[src/ecr_pkg.sv]
/*
  constants for the mac configuration register bank: offsets, field positions, masks, reset values.
  assumes a 10-bit host address and 32-bit host data.
*/
package ecr_pkg;
  localparam int ADDR_W = 10;
  localparam int DATA_W = 32;
  localparam int GAP_W = 8;
  localparam logic [9:0] OFF_RX0 = 10'h200;
  localparam logic [9:0] OFF_RX1 = 10'h240;
  localparam logic [9:0] OFF_TX = 10'h280;
  localparam logic [9:0] OFF_FLOW = 10'h2C0;
  localparam logic [9:0] OFF_MODE = 10'h300;
  localparam logic [9:0] OFF_PHY = 10'h320;
  localparam logic [9:0] OFF_MGMT = 10'h340;
  localparam logic [9:0] OFF_UNI0 = 10'h380;
  localparam logic [9:0] OFF_UNI1 = 10'h384;
  localparam logic [9:0] OFF_TAB0 = 10'h388;
  localparam logic [9:0] OFF_TAB1 = 10'h38C;
  localparam logic [9:0] OFF_FMODE = 10'h390;
  localparam int BIT_CTRL_LEN = 24;
  localparam int BIT_LT = 25;
  localparam int BIT_IFG = 25;
  localparam int BIT_HD = 26;
  localparam int BIT_VLAN = 27;
  localparam int BIT_EN = 28;
  localparam int BIT_FCS = 29;
  localparam int BIT_JUMBO = 30;
  localparam int BIT_RST = 31;
  localparam int BIT_RXFLOW = 29;
  localparam int BIT_TXFLOW = 30;
  localparam int PAUSE_HI_W = 16;
  // bit31 is excluded so the self-clearing resets always read back zero
  localparam logic [31:0] MASK_RX1 = 32'h7F00_FFFF;
  localparam logic [31:0] MASK_TX = 32'h7E00_0000;
  localparam logic [31:0] MASK_FLOW = 32'h6000_0000;
  localparam logic [31:0] DEF_RX0 = 32'h0000_0000;
  localparam logic [31:0] DEF_RX1 = 32'h1000_0000;
  localparam logic [31:0] DEF_TX = 32'h1000_0000;
  localparam logic [31:0] DEF_FLOW = 32'h0000_0000;
  localparam logic [31:0] DEF_ZERO = 32'h0000_0000;
endpackage

[src/ecr_upd_if.sv]
/*
  carrier between the register bank and its gap-gated apply stages.
  assumes one clock domain; the bank drives staged value, gap and force load.
*/
interface ecr_upd_if #(parameter int W = 32);
  logic [W-1:0] staged;
  logic gap;
  logic force_load;
  logic [W-1:0] active;
  modport src (output staged, output gap, output force_load, input active);
  modport dst (input staged, input gap, input force_load, output active);
endinterface

[src/ecr_apply.sv]
/*
  gap-gated copy of a staged configuration word into the value the data path sees.
  assumes gap is high only between frames; force_load restores the default at once.
*/
module ecr_apply #(
  parameter int W = 32,
  parameter logic [W-1:0] DEFAULT = '0
) (
  input wire logic ref_clk,
  input wire logic rst,
  ecr_upd_if.dst upd
);
  always_ff @(posedge ref_clk or posedge rst) begin
    if (rst) begin
      upd.active <= DEFAULT;
    end else if (upd.force_load) begin
      upd.active <= DEFAULT;
    end else if (upd.gap) begin
      upd.active <= upd.staged;
    end
  end
endmodule

[src/ecr_gap_sample.sv]
/*
  captures the client gap delay at each transmit frame start in full duplex with gap adjust on; otherwise loads zero.
  assumes frame_start is a one-cycle pulse on ref_clk.
*/
module ecr_gap_sample #(parameter int DW = 8) (
  input wire logic ref_clk,
  input wire logic rst,
  input wire logic clear,
  input wire logic frame_start,
  input wire logic adjust_on,
  input wire logic half_duplex,
  input wire logic [DW-1:0] delay_in,
  output logic [DW-1:0] gap_delay
);
  always_ff @(posedge ref_clk or posedge rst) begin
    if (rst) begin
      gap_delay <= '0;
    end else if (clear) begin
      gap_delay <= '0;
    end else if (frame_start) begin
      // adjustment has no meaning in half duplex, so fall back to the nominal gap
      gap_delay <= (adjust_on && !half_duplex) ? delay_in : '0;
    end
  end
endmodule

[src/ecr_mac_cfg.sv]
/*
  mac configuration and address filter register bank on the host interface.
  assumes host strobes are one-cycle pulses synchronous to ref_clk and that the
  receive and transmit paths flag frame activity so receive, transmit and filter writes other than soft resets land only in gaps.
*/
module ecr_mac_cfg
  import ecr_pkg::*;
#(
  parameter logic [31:0] RX0_DEFAULT = DEF_RX0,
  parameter logic [31:0] RX1_DEFAULT = DEF_RX1,
  parameter logic [31:0] TX_DEFAULT = DEF_TX,
  parameter logic [31:0] FLOW_DEFAULT = DEF_FLOW
) (
  input wire logic ref_clk,
  input wire logic rst,
  input wire logic [ADDR_W-1:0] host_addr,
  input wire logic host_wr,
  input wire logic host_rd,
  input wire logic [DATA_W-1:0] host_wdata,
  output logic [DATA_W-1:0] host_rdata,
  output logic host_rd_valid,
  input wire logic rx_frame_active,
  input wire logic tx_frame_active,
  input wire logic tx_frame_start,
  input wire logic [GAP_W-1:0] client_gap_delay_value,
  output logic [47:0] pause_station_address,
  output logic control_frame_length_check_off,
  output logic length_type_check_off,
  output logic receive_half_duplex,
  output logic receive_tagged_frames_on,
  output logic receiver_on,
  output logic receive_pass_checksum,
  output logic receive_oversize_frames_on,
  output logic receiver_soft_reset,
  output logic transmit_gap_adjust_on,
  output logic transmit_half_duplex,
  output logic transmit_tagged_frames_on,
  output logic transmitter_on,
  output logic transmit_client_checksum,
  output logic transmit_oversize_frames_on,
  output logic transmitter_soft_reset,
  output logic [GAP_W-1:0] tx_gap_delay,
  output logic rx_flow_ctrl_on,
  output logic tx_flow_ctrl_on,
  output logic [47:0] station_unicast_address,
  output logic [31:0] extra_table_word0,
  output logic [31:0] extra_table_word1,
  output logic [31:0] filter_mode,
  output logic [31:0] mac_mode,
  output logic [31:0] phy_link,
  output logic [31:0] mgmt
);
  logic [31:0] rx0;
  logic [31:0] rx1;
  logic [31:0] tx;
  logic [31:0] flow;
  logic [31:0] mode;
  logic [31:0] phy;
  logic [31:0] mg;
  logic [31:0] uni0;
  logic [31:0] uni1;
  logic [31:0] tab0;
  logic [31:0] tab1;
  logic [31:0] fmode;
  logic wr_rx_rst;
  logic wr_tx_rst;
  logic hit;
  logic [31:0] next_rdata;

  ecr_upd_if #(.W(64)) rx_upd ();
  ecr_upd_if #(.W(64)) tx_upd ();
  ecr_upd_if #(.W(160)) flt_upd ();

  assign wr_rx_rst = host_wr && host_addr == OFF_RX1 && host_wdata[BIT_RST];
  assign wr_tx_rst = host_wr && host_addr == OFF_TX && host_wdata[BIT_RST];

  // receiver words: a soft reset restores both to defaults
  always_ff @(posedge ref_clk or posedge rst) begin
    if (rst) begin
      rx0 <= RX0_DEFAULT;
      rx1 <= RX1_DEFAULT & MASK_RX1;
    end else if (wr_rx_rst) begin
      rx0 <= RX0_DEFAULT;
      rx1 <= RX1_DEFAULT & MASK_RX1;
    end else if (host_wr && host_addr == OFF_RX0) begin
      rx0 <= host_wdata;
    end else if (host_wr && host_addr == OFF_RX1) begin
      rx1 <= host_wdata & MASK_RX1;
    end
  end

  // transmitter word and flow control travel with the transmit path
  always_ff @(posedge ref_clk or posedge rst) begin
    if (rst) begin
      tx <= TX_DEFAULT & MASK_TX;
    end else if (wr_tx_rst) begin
      tx <= TX_DEFAULT & MASK_TX;
    end else if (host_wr && host_addr == OFF_TX) begin
      tx <= host_wdata & MASK_TX;
    end
  end

  always_ff @(posedge ref_clk or posedge rst) begin
    if (rst) begin
      flow <= FLOW_DEFAULT & MASK_FLOW;
    end else if (host_wr && host_addr == OFF_FLOW) begin
      flow <= host_wdata & MASK_FLOW;
    end
  end

  // host interface level settings, not tied to frame boundaries
  always_ff @(posedge ref_clk or posedge rst) begin
    if (rst) begin
      mode <= DEF_ZERO;
      phy <= DEF_ZERO;
      mg <= DEF_ZERO;
    end else if (host_wr) begin
      if (host_addr == OFF_MODE) begin
        mode <= host_wdata;
      end
      if (host_addr == OFF_PHY) begin
        phy <= host_wdata;
      end
      if (host_addr == OFF_MGMT) begin
        mg <= host_wdata;
      end
    end
  end

  // address filter words
  always_ff @(posedge ref_clk or posedge rst) begin
    if (rst) begin
      uni0 <= DEF_ZERO;
      uni1 <= DEF_ZERO;
      tab0 <= DEF_ZERO;
      tab1 <= DEF_ZERO;
      fmode <= DEF_ZERO;
    end else if (host_wr) begin
      if (host_addr == OFF_UNI0) begin
        uni0 <= host_wdata;
      end
      if (host_addr == OFF_UNI1) begin
        uni1 <= host_wdata;
      end
      if (host_addr == OFF_TAB0) begin
        tab0 <= host_wdata;
      end
      if (host_addr == OFF_TAB1) begin
        tab1 <= host_wdata;
      end
      if (host_addr == OFF_FMODE) begin
        fmode <= host_wdata;
      end
    end
  end

  // reset pulses are registered so they line up with the forced reload
  always_ff @(posedge ref_clk or posedge rst) begin
    if (rst) begin
      receiver_soft_reset <= 1'b0;
      transmitter_soft_reset <= 1'b0;
    end else begin
      receiver_soft_reset <= wr_rx_rst;
      transmitter_soft_reset <= wr_tx_rst;
    end
  end

  // read path: unmapped offsets answer zero
  always_comb begin
    hit = 1'b1;
    next_rdata = DEF_ZERO;
    unique case (host_addr)
      OFF_RX0: next_rdata = rx0;
      OFF_RX1: next_rdata = rx1;
      OFF_TX: next_rdata = tx;
      OFF_FLOW: next_rdata = flow;
      OFF_MODE: next_rdata = mode;
      OFF_PHY: next_rdata = phy;
      OFF_MGMT: next_rdata = mg;
      OFF_UNI0: next_rdata = uni0;
      OFF_UNI1: next_rdata = uni1;
      OFF_TAB0: next_rdata = tab0;
      OFF_TAB1: next_rdata = tab1;
      OFF_FMODE: next_rdata = fmode;
      default: hit = 1'b0;
    endcase
  end

  always_ff @(posedge ref_clk or posedge rst) begin
    if (rst) begin
      host_rdata <= DEF_ZERO;
      host_rd_valid <= 1'b0;
    end else begin
      host_rd_valid <= host_rd;
      if (host_rd) begin
        host_rdata <= hit ? next_rdata : DEF_ZERO;
      end
    end
  end

  // gap-gated apply stages
  assign rx_upd.staged = {rx1, rx0};
  assign rx_upd.gap = !rx_frame_active;
  assign rx_upd.force_load = receiver_soft_reset;
  assign tx_upd.staged = {flow, tx};
  assign tx_upd.gap = !tx_frame_active;
  assign tx_upd.force_load = transmitter_soft_reset;
  // a write during reception waits for the next gap, so only later frames see it
  assign flt_upd.staged = {fmode, tab1, tab0, uni1, uni0};
  assign flt_upd.gap = !rx_frame_active;
  assign flt_upd.force_load = 1'b0;

  ecr_apply #(.W(64), .DEFAULT({RX1_DEFAULT & MASK_RX1, RX0_DEFAULT})) u_rx_apply (
    .ref_clk(ref_clk),
    .rst(rst),
    .upd(rx_upd)
  );

  ecr_apply #(.W(64), .DEFAULT({FLOW_DEFAULT & MASK_FLOW, TX_DEFAULT & MASK_TX})) u_tx_apply (
    .ref_clk(ref_clk),
    .rst(rst),
    .upd(tx_upd)
  );

  ecr_apply #(.W(160), .DEFAULT('0)) u_flt_apply (
    .ref_clk(ref_clk),
    .rst(rst),
    .upd(flt_upd)
  );

  // first wire byte lands in bits [7:0]
  assign pause_station_address = {rx_upd.active[32 +: PAUSE_HI_W], rx_upd.active[31:0]};
  assign control_frame_length_check_off = rx_upd.active[32 + BIT_CTRL_LEN];
  assign length_type_check_off = rx_upd.active[32 + BIT_LT];
  assign receive_half_duplex = rx_upd.active[32 + BIT_HD];
  assign receive_tagged_frames_on = rx_upd.active[32 + BIT_VLAN];
  assign receiver_on = rx_upd.active[32 + BIT_EN];
  assign receive_pass_checksum = rx_upd.active[32 + BIT_FCS];
  assign receive_oversize_frames_on = rx_upd.active[32 + BIT_JUMBO];
  assign transmit_gap_adjust_on = tx_upd.active[BIT_IFG];
  assign transmit_half_duplex = tx_upd.active[BIT_HD];
  assign transmit_tagged_frames_on = tx_upd.active[BIT_VLAN];
  assign transmitter_on = tx_upd.active[BIT_EN];
  assign transmit_client_checksum = tx_upd.active[BIT_FCS];
  assign transmit_oversize_frames_on = tx_upd.active[BIT_JUMBO];
  assign rx_flow_ctrl_on = tx_upd.active[32 + BIT_RXFLOW];
  assign tx_flow_ctrl_on = tx_upd.active[32 + BIT_TXFLOW];
  assign station_unicast_address = flt_upd.active[47:0];
  assign extra_table_word0 = flt_upd.active[95:64];
  assign extra_table_word1 = flt_upd.active[127:96];
  assign filter_mode = flt_upd.active[159:128];
  assign mac_mode = mode;
  assign phy_link = phy;
  assign mgmt = mg;

  ecr_gap_sample #(.DW(GAP_W)) u_gap (
    .ref_clk(ref_clk),
    .rst(rst),
    .clear(transmitter_soft_reset),
    .frame_start(tx_frame_start),
    .adjust_on(transmit_gap_adjust_on),
    .half_duplex(transmit_half_duplex),
    .delay_in(client_gap_delay_value),
    .gap_delay(tx_gap_delay)
  );
endmodule

[config.mk]
export PLATFORM = sky130hd
export DESIGN_NAME = ecr_mac_cfg
export DESIGN_NICKNAME = d
export VERILOG_FILES = /design/src/ecr_pkg.sv /design/src/ecr_upd_if.sv /design/src/ecr_apply.sv /design/src/ecr_gap_sample.sv /design/src/ecr_mac_cfg.sv
export SDC_FILE = /design/constraint.sdc
export NUM_CORES = 1
export LEC_CHECK = 0
export BUFFER_PORTS_ARGS = -buffer_cell sky130_fd_sc_hd__buf_2
export CORE_ASPECT_RATIO = 0.8
export CORE_UTILIZATION = 57
export DETAILED_ROUTE_END_ITERATION = 8
export GPL_TIMING_DRIVEN = 1
export MAX_ROUTING_LAYER = met4
export PLACE_DENSITY = 0.81
export SLEW_MARGIN = 20
export SYNTH_ARGS = -nofsm -noshare
export SYNTH_HDL_FRONTEND = slang
export SYNTH_SLANG_ARGS = --single-unit
[constraint.sdc]
create_clock -name ref_clk -period 22 [get_ports ref_clk]
set_clock_uncertainty 0.1 [all_clocks]
set_input_delay 4.4 -clock ref_clk [delete_from_list [all_inputs] [get_ports ref_clk]]
set_output_delay 4.4 -clock ref_clk [all_outputs]
set_load 0.02 [all_outputs]
==> results.py <==
metrics = {
    "routing": {
        "viasPerCell": 6.238,
        "ant_nets": 0,
        "drc": 0,
        "routedWlPerCell_um": 26.66,
        "num_vias": 16710,
        "wl_um": 71390,
        "first_iter_violations": 1754,
        "first_pass_iters": 6,
    },
    "timing": {
        "tightestPinTransition_ns": 1.099,
        "finalSetupViolCount": 0,
        "fmax_mhz": 128.1,
        "setup_slack_ns": 14.19,
        "slew_violations": 0,
        "slew_headroom_pct": 26.47,
        "fin_hold_ws_ns": 0.3873,
        "final.period_utilization_pct": 35.49,
        "fin_setup_tns_ns": 0,
        "finalCriticalPeriod_ns": 7.809,
        "hold_violations": 0,
        "rsz0062_at_grt": "false",
    },
    "job": {
        "maxCapViolCount": 0,
    },
    "clock_tree": {
        "cts_buffer_depth": 3,
        "cts_tree": "done",
        "clk_latency_ns": 0.60,
        "path_clk_slew_ns": 0.06,
        "root_buffer": "clkbuf_16",
        "cts_sinks": 569,
        "cts-resized-gates": 0,
        "postCtsSetupBuffers": 0,
        "hold_buffers": 0,
        "cts_max_level": 2,
        "cts_buffers": 55,
    },
    "worst_setup_path": {
        "path_class": "input pin to register",
        "slowest_stage": "and4_2",
        "r2r_end": "host_rdata[27]",
        "startpoint_type": "input pin",
        "r2r_cells": 4,
        "cp_num_cells": 5,
        "path_cells": "buf_2, nor4_4, and4_2, nand2_2, mux2_2",
        "worst-path-buf-inv": 1,
        "crit_family": "simple AND/OR/NAND/NOR gates",
        "max_stage_delay_ns": 1.00,
        "crit_start": "host_addr[3]",
        "reg2reg_from": "mgmt[27]",
        "cp-end-kind": "register",
        "crit_fanout": 33,
        "worstPathRequired_ns": 22.38,
        "reg2reg_slack_ns": 20.16,
        "arrival_ns": 8.19,
    },
    "synth": {
        "synth_area_mm2": 0.02425,
        "ys_async_sr_fraction_pct": 100.0,
        "seq_area_frac_synth_pct": 58.74,
        "synth_largest_type_area_fraction_pct": 58.31,
        "yosysUniqueCellTypes": 63,
        "synthFlopType": "dfrtp_1",
        "syn_inst": 1747,
        "synth-edff-count": 0,
        "synth_area_leaders": "dfrtp_1 58%, mux2_2 17%, mux2i_1 4.7%",
        "syn-num-nets": 1804,
        "yosys_warnings": 0,
        "synth_top_area_cell": "dfrtp_1",
        "ys_ff_latch": 569,
        "syn_avg_cell_area_um2": 13.88,
    },
    "final_layout": {
        "nNetsFinal": 2139,
        "syn2layout_area_growth_pct": 16.72,
        "fillers": 3004,
        "drive_gt1_share_pct": 45.27,
        "multiInputGateArea_mm2": 0.009285,
        "instances_no_fill": 2678,
        "seq_area_mm2": 0.01424,
    },
    "min_path": {
        "min_to": "host_rdata[6]",
        "holdPathStages": 1,
        "hp-class": "register to register",
        "worstHoldStart": "host_rdata[6]",
    },
    "pwr": {
        "finalPower_w": 0.002163,
        "max-vdd-ir-drop_mv": 0.05801,
        "powerDensity_mw_per_mm2": 76.42,
        "p_leak_nw": 15.15,
    },
    "global_route": {
        "use_met2_pct": 50.23,
        "overflow": 0,
        "grtUsageMet3_pct": 7.075,
        "grt_max_degree": 125,
        "grt_pass1_wl_um": 107100,
        "grt_pass1_vias": 16890,
        "track_usage_pct": 34.18,
        "grt_util_met1_pct": 47.68,
        "busiest_layer": "met2",
        "antenna_found_initial": 1,
    },
    "floorplanning": {
        "ios": 403,
        "core_mm2": 0.04192,
        "dieArea_mm2": 0.04338,
        "fp-row-count": 67,
        "fp.dieW_um": 232.6,
        "die_y_um": 186.5,
        "floorplan.initialDensity_pct": 57.85,
    },
    "placement": {
        "post-place-cells": 2576,
        "dp_slack_ns": 13.65,
        "place_congestion": 0.8931,
        "place_hpwl_um": 45530,
        "io_buffers": 402,
    },
    "outcome": {
        "status": "complete, no violations",
    },
}
cell families (layout without fill, tap and decap cells):
| family | after synthesis | in the layout | share of synthesized area (%) |
|---|---|---|---|
| other | 0 | 1 | 0 |
| flip-flops | 569 | 569 | 58.74 |
| buffers and inverters | 152 | 530 | 3.132 |
| multiplexers | 538 | 538 | 25.75 |
| AO/OA/AOI/OAI | 236 | 236 | 7.069 |
| AND/OR/NAND/NOR | 252 | 252 | 5.305 |
registers in the layout, indices dropped and copies added (netlist names), 2 cells and up:
name,flops
mac_mode,32
tx,6
phy_link,32
flow,2
u_tx_apply.upd.active,8
fmode,32
u_gap.gap_delay,8
rx1,23
host_rdata,32
uni1,32
uni0,32
mgmt,32
u_flt_apply.upd.active,144
rx0,32
u_rx_apply.upd.active,55
tab1,32
tab0,32
per-layer routing:
metal,up-vias,share of wire [%]
li1,6984,-
met1,8704,41
met3,160,9.3
met5,-,0
met4,0,3.1
met2,858,46
synth_stat cells (all sizes together) (3+ instances only):
| master | number |
|---|---|
| a2111oi | 4 |
| a211oi | 12 |
| a21oi | 33 |
| a222oi | 7 |
| a22o | 44 |
| a22oi | 12 |
| a2bb2oi | 5 |
| a32oi | 9 |
| and2 | 3 |
| and3 | 3 |
| and4b | 3 |
| buf | 95 |
| clkbuf | 47 |
| dfrtp | 565 |
| dfstp | 4 |
| inv | 10 |
| mux2 | 403 |
| mux2i | 115 |
| mux4 | 20 |
| nand2 | 86 |
| nand2b | 10 |
| nand3 | 33 |
| nand3b | 7 |
| nor2 | 80 |
| nor2b | 5 |
| nor3 | 3 |
| nor3b | 4 |
| nor4b | 3 |
| o211ai | 3 |
| o21ai | 52 |
| o22ai | 10 |
| o2bb2ai | 32 |
where the power goes:
part	internal (W)	total, W	switching (W)
Clock	0.000567	0.000973	0.000406
Sequential	0.00106	0.00107	0.0000116
Combinational	0.0000367	0.000117	0.0000806
area by class of cell:
| class | count | share of cell area, % |
|---|---|---|
| Antenna cell | 1 | 0.008841 |
| Multi-Input combinational cell | 1026 | 32.81 |
| Timing Repair Buffer | 420 | 7.688 |
| Clock buffer | 81 | 5.853 |
| Inverter | 10 | 0.1591 |
| Sequential cell | 569 | 50.33 |
| Tap cell | 552 | 2.440 |
| Clock inverter | 19 | 0.7161 |
layout by cell type, fill, tap and decap left out, drive strengths merged, types with 11 or more instances in the layout:
cell and instances:
dfrtp 565, buf 420, mux2 403, mux2i 115, nand2 86, clkbuf 81
nor2 80, o21ai 52, a22o 44, a21oi 33, nand3 33, o2bb2ai 32
mux4 20, clkinv 14, a211oi 12, a22oi 12, inv 11
through the flow:
stage / util, % / cell area (um2)
2_1_floorplan: - / 24250
3_3_place_gp: 63.00 / 26410
3_5_place_dp: 63.00 / 26410
4_1_cts: 67.44 / 28270
5_1_grt: 67.53 / 28300
6_report: 67.53 / 28300
how the worst max path moves through the flow:
stage	to	slack [ns]
after floorplan	flow[29]	1.59
after global placement	phy_link[21]	13.81
after detailed placement	phy_link[18]	13.65
after CTS	phy_link[29]	14.28
after global routing	phy_link[29]	14.15
final	phy_link[7]	14.19
Note: power is estimated with default switching activity, not from simulation.
